### src/hw/tcp_pkg.sv
package tcp_pkg;
  // ****************************************************
  // opcodes and fields
  // ****************************************************
  localparam logic [11:0] OPC_LOAD_CONFIG = 12'h002;
  localparam logic [11:0] OPC_WDT_CLEAR = 12'h004;
  localparam logic [7:0] CONFIG_RESET = 8'hFF;
  localparam int CFG_CLK_SRC = 5;
  localparam int CFG_EDGE = 4;
  localparam int CFG_ASSIGN = 3;
  localparam int CMP_CLK_SEL = 4;
  localparam int CMP_OUT_EN = 6;
  localparam logic [1:0] WRITE_HOLD_CYCLES = 2'h2;

  // count source selection
  typedef enum logic [1:0] {
    TCP_SRC_CYCLE = 2'b00,
    TCP_SRC_PIN = 2'b01,
    TCP_SRC_CMP = 2'b10
  } tcp_src_e;

  // configuration register layout
  typedef struct packed {
    logic pin_wake_disable;
    logic pullup_disable;
    logic clock_source_select;
    logic source_edge_select;
    logic prescaler_assign;
    logic [2:0] prescale_rate;
  } tcp_config_s;
endpackage : tcp_pkg

### src/hw/tcp_timer.sv
`timescale 1ns/10ps
module tcp_timer
  import tcp_pkg::*;
(
  input wire logic clk,
  input wire logic rst,
  input wire logic cycle_en,
  input wire logic [11:0] opcode,
  input wire logic opcode_valid,
  input wire logic [7:0] work_reg,
  input wire logic [7:0] comparator_control,
  input wire logic count_write,
  input wire logic [7:0] count_wdata,
  input wire logic external_count_input,
  input wire logic comparator_out,
  input wire logic watchdog_tick,
  output logic [7:0] timer_count_value,
  output logic [7:0] config_value,
  output logic comparator_output_pin,
  output logic comparator_output_pin_oe,
  output logic watchdog_event,
  output logic watchdog_clear
);
  // ****************************************************
  // configuration register
  // ****************************************************
  tcp_config_s cfg_reg;
  logic load_cfg;
  logic wdt_clr_op;

  assign load_cfg = opcode_valid && cycle_en && opcode == OPC_LOAD_CONFIG;
  assign wdt_clr_op = opcode_valid && cycle_en && opcode == OPC_WDT_CLEAR;

  // write-only config; reset forces ones
  always_ff @(posedge clk or posedge rst) begin
    if (rst) begin
      cfg_reg <= tcp_config_s'(CONFIG_RESET);
    end else if (load_cfg) begin
      cfg_reg <= tcp_config_s'(work_reg);
    end
  end
  assign config_value = cfg_reg;

  // clear pulse toward the watchdog itself
  always_ff @(posedge clk or posedge rst) begin
    if (rst) begin
      watchdog_clear <= 1'b0;
    end else begin
      watchdog_clear <= wdt_clr_op;
    end
  end

  // ****************************************************
  // source selection and pin drive
  // ****************************************************
  tcp_src_e src;
  logic cmp_sel;
  logic cmp_oen;

  assign cmp_sel = comparator_control[CMP_CLK_SEL];
  assign cmp_oen = comparator_control[CMP_OUT_EN];

  // pick the count source from the two select bits
  always_comb begin
    if (!cfg_reg.clock_source_select) begin
      src = TCP_SRC_CYCLE;
    end else if (!cmp_sel) begin
      src = TCP_SRC_CMP;
    end else begin
      src = TCP_SRC_PIN;
    end
  end

  // comparator fed back through the pin; input stays live
  assign comparator_output_pin_oe = cfg_reg.clock_source_select &&
    cmp_sel && !cmp_oen;
  assign comparator_output_pin = comparator_out;

  // ****************************************************
  // edge detection
  // ****************************************************
  logic raw_level;
  logic level_d_reg;
  logic edge_seen;

  // pin mode reads the pad even while we drive it, so feedback is counted
  assign raw_level = (src == TCP_SRC_CMP) ? comparator_out :
    external_count_input;

  always_ff @(posedge clk or posedge rst) begin
    if (rst) begin
      level_d_reg <= 1'b0;
    end else begin
      level_d_reg <= raw_level;
    end
  end

  // rising when edge bit zero, falling when one
  assign edge_seen = cfg_reg.source_edge_select ?
    (level_d_reg && !raw_level) : (!level_d_reg && raw_level);

  // ****************************************************
  // prescaler
  // ****************************************************
  logic [7:0] pre_reg;
  logic [7:0] pre_next;
  logic src_tick;
  logic pre_in;
  logic pre_out;
  logic timer_tick;
  logic [8:0] sel_mask;
  logic pre_clear;

  assign src_tick = (src == TCP_SRC_CYCLE) ? cycle_en : edge_seen;
  // the single divider is fed only by its owner
  assign pre_in = cfg_reg.prescaler_assign ? watchdog_tick : src_tick;
  assign pre_clear = wdt_clr_op ||
    (count_write && !cfg_reg.prescaler_assign);
  assign pre_next = pre_reg + 8'h01;

  // ratio 2^(rate+1) for timer, 2^rate for watchdog
  assign sel_mask = cfg_reg.prescaler_assign ?
    (9'h001 << cfg_reg.prescale_rate) :
    (9'h002 << cfg_reg.prescale_rate);

  // internal count, no software path to it
  always_ff @(posedge clk or posedge rst) begin
    if (rst) begin
      pre_reg <= 8'h00;
    end else if (pre_clear) begin
      pre_reg <= 8'h00;
    end else if (pre_in) begin
      pre_reg <= pre_next;
    end
  end

  // carry out of the selected stage
  always_comb begin
    pre_out = 1'b0;
    if (pre_in) begin
      if (sel_mask[0]) begin
        pre_out = 1'b1;
      end else begin
        pre_out = ((pre_next & (sel_mask[7:0] - 8'h01)) == 8'h00) ||
          (sel_mask[8] && pre_next == 8'h00);
      end
    end
  end

  assign timer_tick = cfg_reg.prescaler_assign ? src_tick : pre_out;
  assign watchdog_event = cfg_reg.prescaler_assign ? pre_out : 1'b0;

  // ****************************************************
  // count register
  // ****************************************************
  logic [7:0] count_reg;
  logic [1:0] hold_reg;

  // inhibit window after a software write
  always_ff @(posedge clk or posedge rst) begin
    if (rst) begin
      hold_reg <= 2'h0;
    end else if (count_write) begin
      hold_reg <= WRITE_HOLD_CYCLES;
    end else if (cycle_en && hold_reg != 2'h0) begin
      hold_reg <= hold_reg - 2'h1;
    end
  end

  // write wins over a tick in the same cycle
  always_ff @(posedge clk or posedge rst) begin
    if (rst) begin
      count_reg <= 8'h00;
    end else if (count_write) begin
      count_reg <= count_wdata;
    end else if (timer_tick && hold_reg == 2'h0) begin
      count_reg <= count_reg + 8'h01;
    end
  end
  assign timer_count_value = count_reg;

  // ****************************************************
  // checks
  // ****************************************************
  cfg_reset_a: assert property (@(posedge clk)
    $fell(rst) |-> cfg_reg == tcp_config_s'(CONFIG_RESET))
    else $error("config not all ones after reset");
  cfg_load_a: assert property (@(posedge clk) disable iff (rst)
    load_cfg |=> cfg_reg == tcp_config_s'($past(work_reg)))
    else $error("config load failed");
  write_hold_a: assert property (@(posedge clk) disable iff (rst)
    count_write ##1 !count_write |-> count_reg == $past(count_wdata))
    else $error("count moved right after write");
  wrap_a: assert property (@(posedge clk) disable iff (rst)
    count_reg == 8'hFF && timer_tick && hold_reg == 2'h0 && !count_write
    |=> count_reg == 8'h00)
    else $error("count did not wrap");
  pre_clear_a: assert property (@(posedge clk) disable iff (rst)
    pre_clear |=> pre_reg == 8'h00)
    else $error("prescaler not cleared");
  timer_direct_a: assert property (@(posedge clk) disable iff (rst)
    src == TCP_SRC_CYCLE && cfg_reg.prescaler_assign && cycle_en &&
    hold_reg == 2'h0 && !count_write && !load_cfg
    |=> count_reg == $past(count_reg) + 8'h01)
    else $error("timer missed a cycle");
  exclusive_a: assert property (@(posedge clk) disable iff (rst)
    !(watchdog_event && !cfg_reg.prescaler_assign))
    else $error("prescaler shared");
  pin_drive_a: assert property (@(posedge clk) disable iff (rst)
    comparator_output_pin_oe |-> cfg_reg.clock_source_select &&
    cmp_sel && !cmp_oen)
    else $error("pin driven out of mode");
  wdt_clear_a: assert property (@(posedge clk) disable iff (rst)
    wdt_clr_op |=> watchdog_clear && pre_reg == 8'h00)
    else $error("watchdog clear missing");

  // ****************************************************
  // further checks per rule
  // ****************************************************
  // a write always restarts the full inhibit window
  hold_load_a: assert property (@(posedge clk) disable iff (rst)
    count_write |=> hold_reg == WRITE_HOLD_CYCLES)
    else $error("hold window not armed");

  // no tick may slip through while the window is open
  // note: a new write inside the window restarts it
  hold_block_a: assert property (@(posedge clk) disable iff (rst)
    hold_reg != 2'h0 && !count_write |=> count_reg == $past(count_reg))
    else $error("count moved inside hold");

  // rising edges only when the edge bit is clear
  rise_edge_a: assert property (@(posedge clk) disable iff (rst)
    !cfg_reg.source_edge_select && edge_seen |->
    raw_level && !level_d_reg)
    else $error("wrong edge counted, rising");

  // falling edges only when the edge bit is set
  fall_edge_a: assert property (@(posedge clk) disable iff (rst)
    cfg_reg.source_edge_select && edge_seen |->
    !raw_level && level_d_reg)
    else $error("wrong edge counted, falling");

  // both select bits set picks the pin source
  src_pin_a: assert property (@(posedge clk) disable iff (rst)
    cfg_reg.clock_source_select && cmp_sel |-> src == TCP_SRC_PIN)
    else $error("pin source not selected");

  // comparator path ignores the out enable bit entirely
  src_cmp_a: assert property (@(posedge clk) disable iff (rst)
    cfg_reg.clock_source_select && !cmp_sel |-> src == TCP_SRC_CMP)
    else $error("comparator source not selected");

  // timer mode overrides every comparator setting
  src_cycle_a: assert property (@(posedge clk) disable iff (rst)
    !cfg_reg.clock_source_select |-> src == TCP_SRC_CYCLE)
    else $error("cycle source not selected");

  // pin input stays live in both pin modes
  // so an outside driver fighting us would be seen too
  pin_live_a: assert property (@(posedge clk) disable iff (rst)
    src == TCP_SRC_PIN |-> raw_level == external_count_input)
    else $error("pin input not sampled");

  // timer source must not move a divider the watchdog owns
  pre_wdt_own_a: assert property (@(posedge clk) disable iff (rst)
    cfg_reg.prescaler_assign && !pre_clear && !watchdog_tick
    |=> pre_reg == $past(pre_reg))
    else $error("prescaler moved by timer");

  // watchdog ticks must not move a divider the timer owns
  pre_tmr_own_a: assert property (@(posedge clk) disable iff (rst)
    !cfg_reg.prescaler_assign && !pre_clear && !src_tick
    |=> pre_reg == $past(pre_reg))
    else $error("prescaler moved by watchdog");

  // without the divider the timer sees its source directly
  tick_direct_a: assert property (@(posedge clk) disable iff (rst)
    cfg_reg.prescaler_assign |-> timer_tick == src_tick)
    else $error("timer tick not direct");

  // top timer ratio only fires when the divider rolls over
  ratio_top_a: assert property (@(posedge clk) disable iff (rst)
    !cfg_reg.prescaler_assign && cfg_reg.prescale_rate == 3'h7 &&
    timer_tick |-> pre_next == 8'h00)
    else $error("timer ratio 256 broken");

  // lowest watchdog ratio passes every base tick
  wdt_ratio_a: assert property (@(posedge clk) disable iff (rst)
    cfg_reg.prescaler_assign && cfg_reg.prescale_rate == 3'h0
    |-> watchdog_event == watchdog_tick)
    else $error("watchdog ratio one broken");

  // divider steps by one per input tick
  // a clear in the same cycle wins so realignment is exact
  pre_step_a: assert property (@(posedge clk) disable iff (rst)
    !pre_clear && pre_in |=> pre_reg == $past(pre_reg) + 8'h01)
    else $error("prescaler step wrong");

  // config changes only through the load opcode
  cfg_stable_a: assert property (@(posedge clk) disable iff (rst)
    !load_cfg |=> cfg_reg == $past(cfg_reg))
    else $error("config changed without load");

  // software write lands whatever the tick does
  count_write_a: assert property (@(posedge clk) disable iff (rst)
    count_write |=> count_reg == $past(count_wdata))
    else $error("count write lost");

  hold_c: cover property (@(posedge clk) disable iff (rst)
    count_write ##1 hold_reg == WRITE_HOLD_CYCLES);

  wrap_c: cover property (@(posedge clk) disable iff (rst)
    count_reg == 8'hFF ##1 count_reg == 8'h00);
  pin_c: cover property (@(posedge clk) disable iff (rst)
    src == TCP_SRC_PIN && edge_seen);
  cmp_c: cover property (@(posedge clk) disable iff (rst)
    src == TCP_SRC_CMP && timer_tick);
  wdt_c: cover property (@(posedge clk) disable iff (rst)
    watchdog_event);
endmodule : tcp_timer

### config.mk
export PLATFORM = sky130hd
export DESIGN_NAME = tcp_timer
export DESIGN_NICKNAME = d
export VERILOG_FILES = /design/src/hw/tcp_pkg.sv /design/src/hw/tcp_timer.sv
export SDC_FILE = /design/constraint.sdc
export NUM_CORES = 1
export LEC_CHECK = 0
export BUFFER_PORTS_ARGS = -buffer_cell sky130_fd_sc_hd__buf_4
export CAP_MARGIN = 20
export CORE_MARGIN = 2
export CORE_UTILIZATION = 40
export DETAILED_ROUTE_END_ITERATION = 10
export PLACE_DENSITY = 0.76
export SYNTH_ARGS = -nofsm -noshare
export SYNTH_HDL_FRONTEND = slang
export SYNTH_SLANG_ARGS = --single-unit
### constraint.sdc
create_clock -name clk -period 3.8 [get_ports clk]
set_clock_uncertainty 0.15 [all_clocks]
set_input_delay 0.76 -clock clk [delete_from_list [all_inputs] [get_ports clk]]
set_output_delay 0.76 -clock clk [all_outputs]
set_load 0.02 [all_outputs]
Yosys cells after proc, flatten, opt, wreduce, memory -nomap -nowiden
Index checks and enable logic that the tools add are counted.

Shift operators: 2. Bitwise gates (word level): 1. Muxes and demuxes: 17. Reduce and logical (&&, ||, !) cells: 25. Add/sub/neg operators: 4. Equal/unequal tests: 3.

Operators by type and width (count): 8-bit two-way mux (4); 8-bit by 1-bit adder with 8-bit output (second input constant) (2); 8-bit logical NOT (2); 12-bit by 2-bit == test with 1-bit output (second input constant) (1); 12-bit by 3-bit == test with 1-bit output (second input constant) (1); 1-bit logical AND (11); 9-bit two-way mux (1); 1-bit by 3-bit << shifter with 9-bit output (first input constant) (1); 2-bit by 3-bit << shifter with 9-bit output (first input constant) (1); 8-bit bitwise AND (1); 1-bit two-way mux (8); 2-bit two-way mux (4); 2-bit nonzero test (4); 8-bit by 1-bit subtractor with 8-bit output (second input constant) (1); 1-bit logical NOT (4); 2-bit logical NOT (2); 2-bit == test (second input constant) (1); 1-bit logical OR (2); 2-bit by 1-bit subtractor with 2-bit output (second input constant) (1).

Input port bits: 44. Logic and storage cells: 63. Output and inout bits: 20. Register bits: 28.

Longest topological paths before layout
Depth after elaboration: 14. Depth in mapped cells: 14. Depth with buffers taken out: 13.

Worst setup path after synthesis
Ideal clock, no wire load.

Path type: reg2out. From: register cfg_reg (netlist bit config_value[0]). To: output port watchdog_event. Cell stages (with the launch flop): 13. Slack: 0 ps. Buffers on the path: 1. Arrival: 2890 ps. Path through: dfstp_2 -> inv_1 -> ha_1 -> buf_4 -> and2_1 -> inv_1 -> ha_1 -> or3b_1 -> a221oi_2 -> a211oi_1 -> nor4_1 -> o221a_2 -> o211a_1.

Word-level cells in the longest chain between the ends: 9.

Ends and longest elaborated chain: from (decl) (RTL line tcp_timer.sv:27) `tcp_config_s cfg_reg;`; from (signal assigned) (RTL line tcp_timer.sv:37) `cfg_reg <= tcp_config_s'(CONFIG_RESET);`; from (signal assigned) (RTL line tcp_timer.sv:39) `cfg_reg <= tcp_config_s'(work_reg);`; 2-bit by 3-bit << shifter with 9-bit output / 1-bit by 3-bit << shifter with 9-bit output (equally long branches) (RTL line tcp_timer.sv:124, tcp_timer.sv:123); 9-bit two-way mux * (RTL line tcp_timer.sv:122) `assign sel_mask = cfg_reg.prescaler_assign ?`; 8-bit by 1-bit subtractor with 8-bit output (RTL line tcp_timer.sv:144) `pre_out = ((pre_next & (sel_mask[7:0] - 8'h01)) == 8'h00) ||`; 8-bit bitwise AND (RTL line tcp_timer.sv:144); 8-bit logical NOT (RTL line tcp_timer.sv:144); 1-bit logical OR (RTL line tcp_timer.sv:144); 1-bit two-way mux * (RTL line tcp_timer.sv:141) `if (sel_mask[0]) begin`; 1-bit two-way mux * (RTL line tcp_timer.sv:140) `if (pre_in) begin`; 1-bit two-way mux * (RTL line tcp_timer.sv:151) `assign watchdog_event = cfg_reg.prescaler_assign ? pre_out : 1'b0;`; to (decl) (RTL line tcp_timer.sv:21) `output logic watchdog_event,`.

Mark *: on every way between the ends. The rest lies on a longest branch, timed or not.

Final worst setup path
Same ends and word-level chain as after synthesis.

==> impl_metrics.env <==
export IMPL_status="complete, but fails checks"
export IMPL_synth_net_count=259
export IMPL_p_sw_uw=181
export IMPL_fill_cells=437
export IMPL_nNetsFinal=324
export IMPL_first_pass_iters=4
export IMPL_seq_power_share=0.467
export IMPL_hold_viol_final=0
export IMPL_yosys_area_top_type_share=0.256
export IMPL_power_density_nw_per_um2=267
export IMPL_ant_nets=0
export IMPL_path_cells="inv_2 -> ha_4 -> and2_4 -> inv_4 -> ha_4 -> or3b_4 -> a221oi_2 -> a211oi_1 -> nor4_1 -> o221a_2 -> o211a_1 -> buf_6"
export IMPL_synth_area_leaders="dfrtp_1 26%, dfstp_2 11%, mux2_2 5.2%"
export IMPL_finalWirelength_um=4800
export IMPL_fp_dieH_um=74.0
export IMPL_synth_warnings=0
export IMPL_drc_errors=0
export IMPL_dr_total_vias=1782
export IMPL_cts_buffers_inserted=3
export IMPL_grt_pass1_vias=1687
export IMPL_startpoint_type="register"
export IMPL_area_delta_synth_final_pct=34.4
export IMPL_final_common_cell="buf_4"
export IMPL_clock_latency_ps=290
export IMPL_internal_power_uw=522
export IMPL_cts_sinks=28
export IMPL_avgSynthCellArea_sq_um=9.41
export IMPL_synth_cell_types=54
export IMPL_grt_start_max_net_pins=29
export IMPL_dp_final_hpwl_um=3400
export IMPL_p_comb_frac=0.183
export IMPL_slew_viol_final=0
export IMPL_final_core_util=0.557
export IMPL_grtUsageTotal=0.181
export IMPL_layout_common_cells="69 x buf_4, 21 x nand2_1, 20 x dfrtp_1"
export IMPL_drv_cap=0
export IMPL_setup_viol=1
export IMPL_worst_path_max_fanout=2
export IMPL_critPathTopFamily="simple AND/OR/NAND/NOR gates"
export IMPL_crit_top_cell="ha_4"
export IMPL_synth_cells=208
export IMPL_cts_max_level=1
export IMPL_drive_above_1_share=0.397
export IMPL_power_total_uw=703
export IMPL_netlist_area_sq_um=1960
export IMPL_critPathSlowestCell="dfstp_2"
export IMPL_max_slew_margin=0.745
export IMPL_crit_type="register to output port"
export IMPL_slowest_delay_ps=560
export IMPL_dieArea_sq_um=5470
export IMPL_hp_class="input port to async pin"
export IMPL_diodes=0
export IMPL_period_needed_ps=3830
export IMPL_num_rows=25
export IMPL_clk_pin_slew_ps=100
export IMPL_first_iter_violations=69
export IMPL_dieWidth_um=74.0
export IMPL_grt_pass1_wl_um=7650
export IMPL_synth_edf_count=0
export IMPL_timing_worst_slew_pin_value_ps=381
export IMPL_ys_ff_latch=28
export IMPL_violations="setup timing"
export IMPL_cp_required_ps=2890
export IMPL_period_share=1.01
export IMPL_numPortBuffers=57
export IMPL_clock_path_buffers=2
export IMPL_ys_seq_area_frac=0.363
export IMPL_end_kind="output port"
export IMPL_pre_cts_ws_ps=118
export IMPL_ys_async_sr_fraction=1.00
export IMPL_cts_root_buf="clkbuf_8"
export IMPL_p_leak_nw=1.17
export IMPL_p_sw_frac=0.258
export IMPL_grt_ovfl_total=0
export IMPL_antenna_found_initial=0
export IMPL_gp_congestion=0.875
export IMPL_io_pins=64
export IMPL_fmax_mhz=261
export IMPL_synth_area_leader_cell="dfrtp_1"
export IMPL_viasPerCell=5.26
export IMPL_core_area_sq_um=4720
export IMPL_avgRoutedWirePerCell_um=14.2
export IMPL_cp_arrival_ps=2920
export IMPL_cts_tree="done"
export IMPL_pwr_share_clk=0.350
export IMPL_start_util=0.415
export IMPL_ir_drop_v=0.000149
export IMPL_synth_ff_type="dfrtp_1"
export IMPL_rsz0062_at_grt="yes"
export IMPL_path_buf_inv=3
export IMPL_fin_ws_ps=-29.9
==> timing repair <==
action                     CTS  global route
resized for setup            9             1
setup endpoints to repair    1             1
buffers inserted             5             2
hold buffers                 0             0
pin swaps                    7             5
==> synth_stat cells, drive strengths merged, types with 2 or more instances <==
library cell and number:
nand2 22, o21a 2, nand4 2, dfrtp 20, o31a 3, o211ai 4
and4 2, a21oi 2, dfstp 8, and2 3, nor2 16, nor4 6
xnor2 9, xor2 10, or3 2, o21ai 10, clkbuf 5, nand3 7
nor2b 3, a211oi 3, nor3b 2, buf 6, and2b 2, a31oi 2
a21o 2, mux2i 4, mux2 9, inv 10, ha 7, nand2b 5
or3b 2, nor3 4, o221ai 2
==> layout make-up <==
type	instances	area [sq um]	area share
clock inverters	1	30.0	0.0114
repair buffers	71	557	0.212
clock buffers	3	41.3	0.0157
multi-input cells	159	1170	0.444
well taps	67	83.8	0.0318
flip-flops and latches	28	711	0.270
inverters	10	40.0	0.0152
==> power by group through the flow <==
stage	registers, mW	clock network [mW]	logic (mW)
detailed placement	0.334	0	0.124
finish	0.329	0.246	0.128
floorplan	0.341	0	0.0573
global placement	0.334	0	0.120
global route	0.332	0.255	0.141
CTS	0.329	0.244	0.124
==> stage by stage <==
| stage | instance area [sq um] | TNS, ps | cells | hold slack [ps] |
|---|---|---|---|---|
| final | 2630 | -29.9 | 339 | 227 |
| after global routing | 2630 | -181 | 339 | 245 |
| after CTS | 2590 | 0 | 336 | 386 |
| after detailed placement | 2440 | 0 | 327 | 363 |
| after global placement | 2440 | 0 | 327 | 341 |
| after floorplan | 1960 | 0 | 208 | 327 |
==> path summary, 6_finish.rpt <==
path	depth (start not counted)	from	slack (ps)	endpoint
setup / recovery	12	config_value[0]$_DFFE_PP1P_	-30	watchdog_event
hold / removal	2	rst	230	pre_reg[5]$_DFFE_PP0P_
setup reg to reg	15	config_value[0]$_DFFE_PP1P_	330	timer_count_value[7]$_DFFE_PP0P_
hold reg to reg	2	hold_reg[1]$_DFFE_PP0P_	380	hold_reg[1]$_DFFE_PP0P_
max in group asynchronous	3	rst	2800	config_value[0]$_DFFE_PP1P_
min in group clk	2	hold_reg[1]$_DFFE_PP0P_	380	hold_reg[1]$_DFFE_PP0P_
==> cell families (layout without fill, tap and decap cells) <==
group	after synthesis	after routing	share of synthesized area
AOI/OAI and AO/OA	39	39	0.161
xor gates and xnor gates	19	19	0.0850
adders and majority gates	7	7	0.0447
buffers and inverters	21	85	0.0550
DFF	28	28	0.363
muxes	13	13	0.0722
and+or+nand+nor	81	81	0.219
==> per-layer routing <==
layer | GRT usage | part of all wire | vias up
li1 | - | - | 869
met1 | 0.241 | 0.43 | 827
met2 | 0.300 | 0.48 | 75
met3 | 0.0271 | 0.066 | 11
met4 | 0.0667 | 0.021 | 0
met5 | 0 | 0 | -
No activity file was read; power rests on OpenSTA's default activity.
